`config.mk`:
```
export PLATFORM = sky130hd
export DESIGN_NAME = vuf_uart_top
export DESIGN_NICKNAME = d
export VERILOG_FILES = /design/src/design/vuf_pkg.sv /design/src/design/vuf_buf.sv /design/src/design/vuf_rx.sv /design/src/design/vuf_uart_top.sv
export SDC_FILE = /design/constraint.sdc
export NUM_CORES = 1
export LEC_CHECK = 0
export ABC_CLOCK_PERIOD_IN_PS = 3100
export BUFFER_PORTS_ARGS = -buffer_cell sky130_fd_sc_hd__buf_4
export CORE_ASPECT_RATIO = 0.6
export CORE_MARGIN = 2
export CORE_UTILIZATION = 40
export DETAILED_ROUTE_END_ITERATION = 8
export PLACE_DENSITY_LB_ADDON = 0.15
export SKIP_LAST_GASP = 1
export SLEW_MARGIN = 40
export SYNTH_ARGS = -nofsm -noshare
export SYNTH_HDL_FRONTEND = slang
export SYNTH_SLANG_ARGS = --single-unit
```
`constraint.sdc`:
```
create_clock -name CLK -period 3.1 [get_ports CLK]
set_input_delay 0.62 -clock CLK [delete_from_list [all_inputs] [get_ports CLK]]
set_output_delay 0.62 -clock CLK [all_outputs]
set_load 0.01 [all_outputs]
```
`src/design/vuf_pkg.sv`:
```
// Purpose: constants, types and state records of the serial bridge block
// Assumes: 125 MHz CLK, APB slave with 8-bit byte address
// Notes:   shared by the bridge top, the receiver, the bench and the target model

package vuf_pkg;

    // =========================================================
    // timing
    localparam int unsigned CLK_HZ   = 125_000_000;
    localparam int unsigned BAUD_DEF = 115_200;
    localparam int unsigned BAUD_MIN = 9_600;
    localparam int unsigned BAUD_MAX = 921_600;
    localparam int          DIV_W    = 16;
    localparam logic [DIV_W-1:0] DIV_DEF = DIV_W'(CLK_HZ / BAUD_DEF);
    localparam logic [DIV_W-1:0] DIV_LO  = DIV_W'(CLK_HZ / BAUD_MAX);
    localparam logic [DIV_W-1:0] DIV_HI  = DIV_W'(CLK_HZ / BAUD_MIN);
    localparam logic [DIV_W-1:0] DIV_ONE = 16'h0001;

    // =========================================================
    // character format
    localparam int         DATA_BITS = 8;
    localparam logic [2:0] LAST_BIT  = 3'h7;
    localparam logic [2:0] BIT_ONE   = 3'h1;

    // =========================================================
    // register map
    localparam int         ADDR_W     = 8;
    localparam logic [7:0] ADDR_CTRL  = 8'h00;
    localparam logic [7:0] ADDR_BAUD  = 8'h04;
    localparam logic [7:0] ADDR_TXDAT = 8'h08;
    localparam logic [7:0] ADDR_RXDAT = 8'h0c;
    localparam logic [7:0] ADDR_STAT  = 8'h10;
    localparam int CTRL_RXFC   = 0;
    localparam int CTRL_TXFC   = 1;
    localparam int RXDAT_VALID = 8;
    localparam int STS_TXBUSY  = 0;
    localparam int STS_TXFULL  = 1;
    localparam int STS_RXAVAIL = 2;
    localparam int STS_RXFULL  = 3;
    localparam int STS_OVR     = 4;
    localparam int STS_RDY     = 5;
    localparam int STS_FERR    = 6;
    localparam logic [31:0] RD_ZERO = 32'h0000_0000;

    // =========================================================
    // types
    typedef enum logic [1:0] {SER_IDLE, SER_START, SER_DATA, SER_STOP}
        vuf_ser_st_t;

    typedef struct packed {
        logic       valid;
        logic       ferr;
        logic [7:0] data;
    } vuf_rxo_t;

    typedef struct packed {
        vuf_ser_st_t      st;
        logic [DIV_W-1:0] cnt;
        logic [2:0]       bitn;
        logic [7:0]       sh;
        vuf_rxo_t         o;
    } vuf_rx_st_t;

    typedef struct packed {
        logic             rxfc;
        logic             txfc;
        logic [DIV_W-1:0] div;
        vuf_ser_st_t      tx_st;
        logic [DIV_W-1:0] tx_cnt;
        logic [2:0]       tx_bit;
        logic [7:0]       tx_sh;
        logic             txd;
        logic             pready;
        logic             pslverr;
        logic [31:0]      prdata;
        logic             permit;
        logic             permit_oe;
        logic             ovr;
        logic             ferr;
    } vuf_top_st_t;

    localparam vuf_rx_st_t RX_RST = '{st: SER_IDLE, default: '0};
    localparam vuf_top_st_t TOP_RST = '{tx_st: SER_IDLE, div: DIV_DEF,
                                        txd: 1'b1, default: '0};

endpackage

```
`src/design/vuf_buf.sv`:
```
// Purpose: small word buffer with valid/ready on both sides
// Assumes: DEPTH is a power of two
// Notes:   in_ready low is the back-pressure toward the producer
`timescale 1ns/10ps

module vuf_buf #(
    parameter int W     = 8,
    parameter int DEPTH = 2
) (
    input  wire logic         clk,
    input  wire logic         rst,
    input  wire logic         in_valid,
    output logic              in_ready,
    input  wire logic [W-1:0] in_data,
    output logic              out_valid,
    input  wire logic         out_ready,
    output logic [W-1:0]      out_data
);
    localparam int PW = (DEPTH > 1) ? $clog2(DEPTH) : 1;
    localparam int CW = $clog2(DEPTH + 1);

    typedef struct packed {
        logic [DEPTH-1:0][W-1:0] mem;
        logic [PW-1:0]           wp;
        logic [PW-1:0]           rp;
        logic [CW-1:0]           cnt;
    } vuf_buf_st_t;

    vuf_buf_st_t s_r;
    vuf_buf_st_t s_nxt;
    logic        push;
    logic        pop;

    // flags straight from the fill count
    assign in_ready  = (s_r.cnt != CW'(DEPTH));
    assign out_valid = (s_r.cnt != '0);
    assign out_data  = s_r.mem[s_r.rp];
    assign push      = in_valid & in_ready;
    assign pop       = out_valid & out_ready;

    // pointer and count update
    always_comb begin
        s_nxt = s_r;
        if (push) begin
            s_nxt.mem[s_r.wp] = in_data;
            s_nxt.wp          = PW'(s_r.wp + PW'(1));
        end
        if (pop) begin
            s_nxt.rp = PW'(s_r.rp + PW'(1));
        end
        s_nxt.cnt = CW'(s_r.cnt + CW'(push) - CW'(pop));
    end

    // state register
    always_ff @(posedge clk) begin
        if (rst) begin
            s_r <= '0;
        end else begin
            s_r <= s_nxt;
        end
    end

endmodule // vuf_buf

```
`src/design/vuf_rx.sv`:
```
// Purpose: serial character receiver, mid-bit sampling
// Assumes: rxd synchronous to clk, div clocks per bit
// Notes:   valid and ferr are one-cycle pulses
`timescale 1ns/10ps

module vuf_rx
    import vuf_pkg::*;
(
    input  wire logic                   clk,
    input  wire logic                   rst,
    input  wire logic                   en,
    input  wire logic [vuf_pkg::DIV_W-1:0] div,
    input  wire logic                   rxd,
    output vuf_pkg::vuf_rxo_t           rx_out
);
    vuf_rx_st_t s_r;
    vuf_rx_st_t s_nxt;

    assign rx_out = s_r.o;

    // start detect, data shift, stop check
    always_comb begin
        s_nxt         = s_r;
        s_nxt.o.valid = 1'b0;
        s_nxt.o.ferr  = 1'b0;
        case (s_r.st)
            SER_IDLE: begin
                if (en && !rxd) begin
                    s_nxt.st  = SER_START;
                    s_nxt.cnt = div >> 1;
                end
            end
            SER_START: begin
                if (s_r.cnt == '0) begin
                    s_nxt.st   = rxd ? SER_IDLE : SER_DATA;
                    s_nxt.cnt  = div - DIV_ONE;
                    s_nxt.bitn = '0;
                end else begin
                    s_nxt.cnt = s_r.cnt - DIV_ONE;
                end
            end
            SER_DATA: begin
                if (s_r.cnt == '0) begin
                    s_nxt.sh  = {rxd, s_r.sh[7:1]};
                    s_nxt.cnt = div - DIV_ONE;
                    if (s_r.bitn == LAST_BIT) begin
                        s_nxt.st = SER_STOP;
                    end else begin
                        s_nxt.bitn = s_r.bitn + BIT_ONE;
                    end
                end else begin
                    s_nxt.cnt = s_r.cnt - DIV_ONE;
                end
            end
            SER_STOP: begin
                if (s_r.cnt == '0) begin
                    s_nxt.st      = SER_IDLE;
                    s_nxt.o.valid = rxd;
                    s_nxt.o.ferr  = !rxd;
                    s_nxt.o.data  = s_r.sh;
                end else begin
                    s_nxt.cnt = s_r.cnt - DIV_ONE;
                end
            end
            default: begin
                s_nxt.st = SER_IDLE;
            end
        endcase
        if (!en) begin
            s_nxt.st = SER_IDLE;
        end
    end

    // state register
    always_ff @(posedge clk) begin
        if (rst) begin
            s_r <= RX_RST;
        end else begin
            s_r <= s_nxt;
        end
    end

endmodule // vuf_rx

```
`src/design/vuf_uart_top.sv`:
```
// Purpose: target-facing serial port with optional line handshake
// Assumes: APB master, all pins synchronous to CLK
// Notes:   permit line is open-drive style: PERMIT_OE gates PERMIT_O
//
// The placing of the registers and the APB slave port were left to the implementer.
`timescale 1ns/10ps

module vuf_uart_top
    import vuf_pkg::*;
(
    input  wire logic                        CLK,
    input  wire logic                        RESET,
    input  wire logic                        PSEL,
    input  wire logic                        PENABLE,
    input  wire logic                        PWRITE,
    input  wire logic [vuf_pkg::ADDR_W-1:0]  PADDR,
    input  wire logic [31:0]                 PWDATA,
    output logic [31:0]                      PRDATA,
    output logic                             PREADY,
    output logic                             PSLVERR,
    input  wire logic                        IF_EN,
    input  wire logic                        TGT_TXD,
    output logic                             TGT_RXD,
    output logic                             PERMIT_O,
    output logic                             PERMIT_OE,
    input  wire logic                        RDY_IN
);
    vuf_top_st_t s_r;
    vuf_top_st_t s_nxt;
    vuf_rxo_t    rx_o;
    logic        txb_in_valid;
    logic        txb_in_ready;
    logic        txb_out_valid;
    logic        txb_out_ready;
    logic [7:0]  txb_out_data;
    logic        rxb_in_ready;
    logic        rxb_out_valid;
    logic        rxb_out_ready;
    logic [7:0]  rxb_out_data;
    logic        acc;
    logic        hit;
    logic        may_send;
    logic [31:0] rd_mux;
    logic [31:0] stat;

    // =========================================================
    // outputs straight from the state register
    assign PRDATA    = s_r.prdata;
    assign PREADY    = s_r.pready;
    assign PSLVERR   = s_r.pslverr;
    assign TGT_RXD   = s_r.txd;
    assign PERMIT_O  = s_r.permit;
    assign PERMIT_OE = s_r.permit_oe;

    // =========================================================
    // buffers and receiver
    vuf_buf #(.W(8), .DEPTH(2)) u_txbuf (
        .clk       (CLK),
        .rst       (RESET),
        .in_valid  (txb_in_valid),
        .in_ready  (txb_in_ready),
        .in_data   (PWDATA[7:0]),
        .out_valid (txb_out_valid),
        .out_ready (txb_out_ready),
        .out_data  (txb_out_data)
    );

    vuf_buf #(.W(8), .DEPTH(2)) u_rxbuf (
        .clk       (CLK),
        .rst       (RESET),
        .in_valid  (rx_o.valid),
        .in_ready  (rxb_in_ready),
        .in_data   (rx_o.data),
        .out_valid (rxb_out_valid),
        .out_ready (rxb_out_ready),
        .out_data  (rxb_out_data)
    );

    vuf_rx u_rx (
        .clk    (CLK),
        .rst    (RESET),
        .en     (IF_EN),
        .div    (s_r.div),
        .rxd    (TGT_TXD),
        .rx_out (rx_o)
    );

    // =========================================================
    // bus decode and read mux
    assign acc = PSEL & PENABLE;
    assign hit = (PADDR == ADDR_CTRL) || (PADDR == ADDR_BAUD) ||
                 (PADDR == ADDR_TXDAT) || (PADDR == ADDR_RXDAT) ||
                 (PADDR == ADDR_STAT);

    // status word
    always_comb begin
        stat              = RD_ZERO;
        stat[STS_TXBUSY]  = (s_r.tx_st != SER_IDLE);
        stat[STS_TXFULL]  = !txb_in_ready;
        stat[STS_RXAVAIL] = rxb_out_valid;
        stat[STS_RXFULL]  = !rxb_in_ready;
        stat[STS_OVR]     = s_r.ovr;
        stat[STS_RDY]     = RDY_IN;
        stat[STS_FERR]    = s_r.ferr;
    end

    // read data selection
    always_comb begin
        rd_mux = RD_ZERO;
        case (PADDR)
            ADDR_CTRL: begin
                rd_mux[CTRL_RXFC] = s_r.rxfc;
                rd_mux[CTRL_TXFC] = s_r.txfc;
            end
            ADDR_BAUD: begin
                rd_mux[DIV_W-1:0] = s_r.div;
            end
            ADDR_RXDAT: begin
                rd_mux[7:0]         = rxb_out_data;
                rd_mux[RXDAT_VALID] = rxb_out_valid;
            end
            ADDR_STAT: begin
                rd_mux = stat;
            end
            default: begin
                rd_mux = RD_ZERO;
            end
        endcase
    end

    // push and pop happen on the edge that completes the transfer
    assign txb_in_valid  = s_r.pready & acc & PWRITE & (PADDR == ADDR_TXDAT);
    assign rxb_out_ready = s_r.pready & acc & !PWRITE &
                           (PADDR == ADDR_RXDAT);

    // transmit gate: interface enable and optional ready line
    assign may_send = IF_EN & (!s_r.txfc | RDY_IN);
    assign txb_out_ready = (s_r.tx_st == SER_IDLE) & may_send;

    // =========================================================
    // next-state logic
    always_comb begin
        s_nxt         = s_r;
        s_nxt.pready  = 1'b0;
        s_nxt.pslverr = 1'b0;

        // bus: answer one cycle into access, hold off on full buffer
        if (s_r.pready) begin
            if (acc && PWRITE) begin
                case (PADDR)
                    ADDR_CTRL: begin
                        s_nxt.rxfc = PWDATA[CTRL_RXFC];
                        s_nxt.txfc = PWDATA[CTRL_TXFC];
                    end
                    ADDR_BAUD: begin
                        if (PWDATA[DIV_W-1:0] < DIV_LO) begin
                            s_nxt.div = DIV_LO;
                        end else if (PWDATA[DIV_W-1:0] > DIV_HI) begin
                            s_nxt.div = DIV_HI;
                        end else begin
                            s_nxt.div = PWDATA[DIV_W-1:0];
                        end
                    end
                    ADDR_STAT: begin
                        s_nxt.ovr  = s_r.ovr & !PWDATA[STS_OVR];
                        s_nxt.ferr = s_r.ferr & !PWDATA[STS_FERR];
                    end
                    default: begin
                        s_nxt.ovr = s_r.ovr;
                    end
                endcase
            end
        end else if (acc) begin
            if (!(PWRITE && PADDR == ADDR_TXDAT && !txb_in_ready)) begin
                s_nxt.pready  = 1'b1;
                s_nxt.pslverr = !hit;
                s_nxt.prdata  = PWRITE ? RD_ZERO : rd_mux;
            end
        end

        // sticky errors: a new event wins over the clear
        if (rx_o.valid && !rxb_in_ready) begin
            s_nxt.ovr = 1'b1;
        end
        if (rx_o.ferr) begin
            s_nxt.ferr = 1'b1;
        end

        // permit line: driven only in receive handshake modes
        s_nxt.permit_oe = s_r.rxfc;
        s_nxt.permit    = rxb_in_ready;

        // transmitter: a started character always runs to its stop bit
        case (s_r.tx_st)
            SER_IDLE: begin
                s_nxt.txd = 1'b1;
                if (txb_out_valid && may_send) begin
                    s_nxt.tx_st  = SER_START;
                    s_nxt.tx_sh  = txb_out_data;
                    s_nxt.txd    = 1'b0;
                    s_nxt.tx_cnt = s_r.div - DIV_ONE;
                end
            end
            SER_START: begin
                if (s_r.tx_cnt == '0) begin
                    s_nxt.tx_st  = SER_DATA;
                    s_nxt.txd    = s_r.tx_sh[0];
                    s_nxt.tx_bit = '0;
                    s_nxt.tx_cnt = s_r.div - DIV_ONE;
                end else begin
                    s_nxt.tx_cnt = s_r.tx_cnt - DIV_ONE;
                end
            end
            SER_DATA: begin
                if (s_r.tx_cnt == '0) begin
                    s_nxt.tx_cnt = s_r.div - DIV_ONE;
                    if (s_r.tx_bit == LAST_BIT) begin
                        s_nxt.tx_st = SER_STOP;
                        s_nxt.txd   = 1'b1;
                    end else begin
                        s_nxt.tx_bit = s_r.tx_bit + BIT_ONE;
                        s_nxt.tx_sh  = s_r.tx_sh >> 1;
                        s_nxt.txd    = s_r.tx_sh[1];
                    end
                end else begin
                    s_nxt.tx_cnt = s_r.tx_cnt - DIV_ONE;
                end
            end
            SER_STOP: begin
                if (s_r.tx_cnt == '0) begin
                    s_nxt.tx_st = SER_IDLE;
                end else begin
                    s_nxt.tx_cnt = s_r.tx_cnt - DIV_ONE;
                end
            end
            default: begin
                s_nxt.tx_st = SER_IDLE;
                s_nxt.txd   = 1'b1;
            end
        endcase
    end

    // state register, reset to default format and no handshake
    always_ff @(posedge CLK) begin
        if (RESET) begin
            s_r <= TOP_RST;
        end else begin
            s_r <= s_nxt;
        end
    end
endmodule // vuf_uart_top

```
After elaboration in Yosys (flattened, before gate mapping)
Cells that the tools add are included.
{"block": "word_totals", "register_bits": 165, "input_bits": 48, "wordCells": 212}
{"block": "op_classes", "add_sub_neg": 13, "n_lt_le_gt_ge": 8, "eq_ne": 28, "muxes": 53, "n_bitwise": 21, "n_reduce_logical": 57}
{"cell": "case mux 18 bit (4 select lines)", "count": 2}
{"cell": "two-way mux 16 bit", "count": 7}
{"cell": "two-way mux 8 bit", "count": 6}
{"cell": "subtractor 16 x 1 -> 16 bit, second input constant", "count": 3}
{"cell": "two-way mux 18 bit", "count": 2}
{"cell": "two-way mux 34 bit", "count": 1}
{"cell": "bitwise mux 16 bit", "count": 2}
{"cell": "logical NOT 16 bit", "count": 2}
{"cell": "nonzero test 2 bit", "count": 12}
{"cell": "two-way mux 11 bit", "count": 2}
{"cell": "two-way mux 2 bit", "count": 11}
{"cell": "case mux 7 bit (3 select lines)", "count": 1}
{"cell": "!= test 2 bit, second input constant", "count": 10}
{"cell": "AND reduction 3 bit", "count": 6}
{"cell": "demux 8 bit (select 1 bit)", "count": 2}
{"cell": "== test 8 x 4 -> 1 bit, second input constant", "count": 2}
{"cell": "> comparator 16 x 14 -> 1 bit, second input constant", "count": 1}
{"cell": "less-than comparator 16 x 8 -> 1 bit, second input constant", "count": 1}
{"cell": "case mux 8 bit (2 select lines)", "count": 1}
{"cell": "bitwise AND 1 bit", "count": 14}
{"cell": "two-way mux 12 bit", "count": 1}
{"cell": "!= test 2 x 1 -> 1 bit, second input constant", "count": 6}
{"cell": "case mux 3 bit (2 select lines)", "count": 2}
{"cell": "AND reduction 4 bit", "count": 3}
{"cell": "other kinds (30)", "count": 80}

Logic depth before layout (Yosys ltp)
{"block": "depth", "ltp_word": 7, "depth_mapped": 12, "mapped_depth_nobuf": 11}

Hierarchy
A second synthesis with hierarchy kept.
{"block": "unflattened", "hier_cells": 1065, "hier_area_um2": 8763.4}
{"mod": "vuf_uart_top", "n_inst": 1, "cells_per_inst": 529, "area_per_inst_um2": 4237.8}
{"mod": "vuf_rx", "n_inst": 1, "cells_per_inst": 330, "area_per_inst_um2": 2567.5}
{"mod": "vuf_buf at u_txbuf", "n_inst": 1, "cells_per_inst": 103, "area_per_inst_um2": 979.7}
{"mod": "vuf_buf at u_rxbuf", "n_inst": 1, "cells_per_inst": 103, "area_per_inst_um2": 978.4}

Worst setup path before layout
Ideal clock, no wire load.
{"block": "synth_timing", "path_kind": "input port to flip-flop", "start": "in PADDR[0] (netlist name)", "end": "reg u_rxbuf.s_r[1] (netlist name)", "setup_time_ns": 0.128, "arrival_time_ns": 2.792, "t_required_ns": 2.972, "slack_ns": 0.181, "stages": 10, "path_buffers": 0, "path_cell_list": "or4_1 nor3_2 nand3_1 nor4_2 ha_1 inv_1 ha_1 xor2_1 xnor2_1 nor2_1"}
{"block": "synth_between", "elab_chain_len": 4}
{"item": "start, declared", "line": "vuf_uart_top.sv:16", "source": "input wire logic [vuf_pkg::ADDR_W-1:0] PADDR,"}
{"item": "== test 8 x 4 -> 1 bit", "line": "vuf_uart_top.sv:134", "source": "(PADDR == ADDR_RXDAT);"}
{"item": "bitwise AND 1 bit", "line": "vuf_uart_top.sv:133", "source": "assign rxb_out_ready = s_r.pready & acc & !PWRITE &"}
{"item": "bitwise AND 1 bit", "line": "vuf_buf.sv:39", "source": "assign pop = out_valid & out_ready;"}
{"item": "named net u_rxbuf.pop", "line": "vuf_buf.sv:32", "source": "logic pop;"}
{"item": "subtractor 2 x 1 -> 2 bit", "line": "vuf_buf.sv:51", "source": "s_nxt.cnt = CW'(s_r.cnt + CW'(push) - CW'(pop));"}
{"item": "end signal, assigned", "line": "vuf_buf.sv:59", "source": "s_r <= s_nxt;"}
{"item": "end, declared", "line": "vuf_buf.sv:29", "source": "vuf_buf_st_t s_r;"}
The timed path passes the listed nets, and every way through them passes these cells.
A chain may end at the register's enable or synchronous reset.

Worst setup path after layout
{"block": "layout_timing", "start": "reg s_r[50] (netlist name)", "end": "reg s_r[43] (netlist name)"}
{"block": "layout_between", "elab_chain_len": 3}
{"item": "start, declared", "line": "vuf_uart_top.sv:28", "source": "vuf_top_st_t s_r;"}
{"item": "start signal, assigned", "line": "vuf_uart_top.sv:248", "source": "s_r <= s_nxt;"}
{"item": "logical NOT 16 bit", "line": "vuf_uart_top.sv:215", "source": "if (s_r.tx_cnt == '0) begin"}
{"item": "!= test 2 bit (no source line)"}
{"item": "AND reduction 4 bit (no source line)"}
No other way between the ends.

==> flow_metrics.env <==
export IMPL_io_buffers=52
export IMPL_dieArea_um2=21470
export IMPL_clock_sinks=149
export IMPL_antenna_found_initial=1
export IMPL_die_h_um=114.3
export IMPL_max_slew_margin_rel=0.4166
export IMPL_synth_xor_area_frac=0.02484
export IMPL_mostFrequentLayoutCells="149 x dfxtp_1, 114 x nor2_1, 102 x nand2_1"
export IMPL_pwr_share_comb=0.254
export IMPL_finalMaxSlewViolations=0
export IMPL_grt_pass1_vias=6782
export IMPL_synth_edf_count=0
export IMPL_cp_arrival_ps=2980
export IMPL_grt_pass1_wl_um=37890
export IMPL_yosysSeqAreaShare=0.3678
export IMPL_p_sw_mw=1.883
export IMPL_cts_hold_buf=0
export IMPL_grt_start_max_net_pins=51
export IMPL_crit_type="reg2reg"
export IMPL_clockBufferDepth=2
export IMPL_diodes=0
export IMPL_firstDrtPassIters=5
export IMPL_cts_buffers=17
export IMPL_period_minus_slack_ps=2656
export IMPL_cts_resized=0
export IMPL_register_area_um2=2983
export IMPL_muxShareOfSynthArea=0.05910
export IMPL_r2r_slack_ps=440
export IMPL_ant_nets=0
export IMPL_totalWireLength_um=23870
export IMPL_detail_route_drc_violations=0
export IMPL_p_int_mw=3.921
export IMPL_area_growth_pct=13.87
export IMPL_p_clk_frac=0.378
export IMPL_startpoint_type="register"
export IMPL_cts_root_buffer="clkbuf_16"
export IMPL_synth_top_family_by_area="simple AND/OR/NAND/NOR gates"
export IMPL_status="finished, final reports clean"
export IMPL_tns_ps=0
export IMPL_hold_ws_ps=446.6
export IMPL_coreArea_um2=19920
export IMPL_clk_latency_ps=420
export IMPL_hold_path_startpoint="TGT_TXD"
export IMPL_place_detailed_hpwl_um=17420
export IMPL_swShare=0.3245
export IMPL_start_util=0.4071
export IMPL_crit_path_end_kind="register"
export IMPL_ys_seq_elements=149
export IMPL_htreeDepth=4
export IMPL_post_dp_cell_area_um2=8615
export IMPL_ir_drop_uv=430.9
export IMPL_layout_commonest_cell="dfxtp_1"
export IMPL_vias=7426
export IMPL_synth_warnings=0
export IMPL_avgSynthCellArea_um2=8.125
export IMPL_ys_flop_type="dfxtp_1"
export IMPL_post_cts_buffers=0
export IMPL_rows=40
export IMPL_synth_adder_area_share=0.02592
export IMPL_synthCells=998
export IMPL_min_path_type="in2reg"
export IMPL_dieWidth_um=187.8
export IMPL_maxCapViolations=0
export IMPL_r2r_start="s_r[50]"
export IMPL_skew_ps=7.905
export IMPL_finalCritPeriodShare=0.8569
export IMPL_n_fill_cell=2014
export IMPL_multi_input_area_um2=4579
export IMPL_io_pins=85
export IMPL_leakage_nw=3.451
export IMPL_fin_nets=1083
export IMPL_drtIter0Drc=816
export IMPL_worst_slew_pin_slew_ps=868.9
export IMPL_yosys_area_share_simple=0.2407
export IMPL_setup_worst_path_start="s_r[50]"
export IMPL_grt_overflow_total=0
export IMPL_cp_required_ps=3430
export IMPL_postLayoutCellArea_um2=9234
export IMPL_place_gp_congestion=0.8807
export IMPL_hold_violations=0
export IMPL_rsz0062_at_grt="false"
export IMPL_wl_per_cell_um=18.29
export IMPL_fmax_mhz=376.4
export IMPL_crit_path_max_fanout=14
export IMPL_power_frac_seq=0.368
export IMPL_drive_gt1_frac=0.1424
export IMPL_synth_compound_area_frac=0.2064
export IMPL_via_per_inst=5.690
export IMPL_async_flop_share=0
export IMPL_grtUsageTotal=0.2256
export IMPL_clkTransAtPathRegs_ps=60
export IMPL_cts_tree="built"
export IMPL_synth_area_um2=8109
export IMPL_setup_viol=0
export IMPL_synth_cell_type_count=78
export IMPL_power_density_nw_per_um2=628.6
final timing paths:
check                    to  depth (start not counted)
min          u_rx.rx_out[8]                          2
min reg2reg  u_rxbuf.s_r[4]                          2
max reg2reg         s_r[43]                          8
max                 s_r[43]                          8
layout make-up:
type	count	share of cell area
clock buffers	20	0.04729
flip-flops and latches	149	0.3230
clock inverters	12	0.01951
repair buffers	81	0.06585
well taps	273	0.03699
multi-input cells	742	0.4959
inverters	28	0.01138
state kept, by name, indices dropped and copies added, names as in the netlist, named ones only:
name	flops
TGT_RXD	1
PERMIT_O	1
u_txbuf.s_r	20
PSLVERR	1
u_rx.s_r	28
s_nxt	1
PRDATA	16
PREADY	1
u_rxbuf.s_r	20
u_rx.rx_out	10
s_r	48
PERMIT_OE	1
power by group through the flow:
stage	clock [mW]	sequential, mW	combinational, mW
4_1_cts	2.23	2.13	1.45
3_5_place_dp	0	2.17	1.44
2_1_floorplan	0	2.14	1.12
3_3_place_gp	0	2.17	1.43
5_1_grt	2.32	2.15	1.65
6_report	2.20	2.13	1.47
routing by layer:
layer | routed length (um) | global-route usage | up-vias
met5 | 0 | 0 | -
met4 | 73 | 0.03045 | 0
met3 | 2024 | 0.06834 | 6
met2 | 9422 | 0.3012 | 258
met1 | 12350 | 0.3540 | 3549
li1 | - | - | 3613
cell usage after synthesis, types with 4 or more instances:
master / instances / area share
o21ai_0: 29 / 0.018
a21oi_1: 70 / 0.043
nor2b_1: 11 / 0.0085
a221oi_1: 9 / 0.0097
a22oi_1: 16 / 0.015
or4_1: 8 / 0.0074
nor4_1: 20 / 0.015
buf_2: 13 / 0.0080
o32ai_1: 5 / 0.0054
nor3_1: 35 / 0.022
nand2b_1: 11 / 0.0085
xnor2_1: 16 / 0.017
nor4_2: 5 / 0.0077
or3_1: 9 / 0.0069
o21ai_1: 17 / 0.010
inv_1: 27 / 0.012
or2_2: 10 / 0.0077
nand3_1: 20 / 0.012
o221ai_1: 4 / 0.0043
and2_1: 7 / 0.0054
xor2_1: 7 / 0.0076
nor2_1: 115 / 0.053
o31ai_1: 5 / 0.0046
buf_4: 33 / 0.031
and3_1: 6 / 0.0046
dfxtp_1: 149 / 0.37
nand4_1: 5 / 0.0039
a211oi_1: 18 / 0.017
buf_1: 4 / 0.0019
o22ai_1: 10 / 0.0077
clkbuf_1: 43 / 0.020
a31oi_1: 11 / 0.0085
mux2i_1: 43 / 0.053
a32o_1: 14 / 0.017
nand2_1: 102 / 0.047
ha_1: 16 / 0.025
stage by stage:
| stage | total power [mW] | worst slack [ps] | util | instances |
|---|---|---|---|---|
| 6_report | 5.804 | 443.6 | 0.4636 | 1305 |
| 5_1_grt | 6.120 | 135.0 | 0.4636 | 1305 |
| 2_1_floorplan | 3.259 | 180.9 | - | 1013 |
| 4_1_cts | 5.807 | 481.0 | 0.4634 | 1305 |
| 3_5_place_dp | 3.616 | 30.75 | 0.4325 | 1273 |
| 3_3_place_gp | 3.607 | 92.85 | 0.4325 | 1273 |
logic make-up (layout without fill, tap and decap cells):
group	after synthesis	count (layout)
buffers and inverters	122	141
AND/OR/NAND/NOR	390	390
AO/OA/AOI/OAI	249	249
adder cells (fa/ha/maj)	17	17
other	1	16
XOR/XNOR	23	23
flip-flops	149	149
multiplexers	47	47
worst max-delay path, stage by stage, from the launching register on:
cell,delay [ps]
dfxtp_1,340
inv_1,70
ha_1,190
nor4b_1,580
and4_1,460
a31oi_1,140
a21oi_2,460
nor2_1,80
a211oi_1,240
Note: power is estimated with default switching activity, not from simulation.
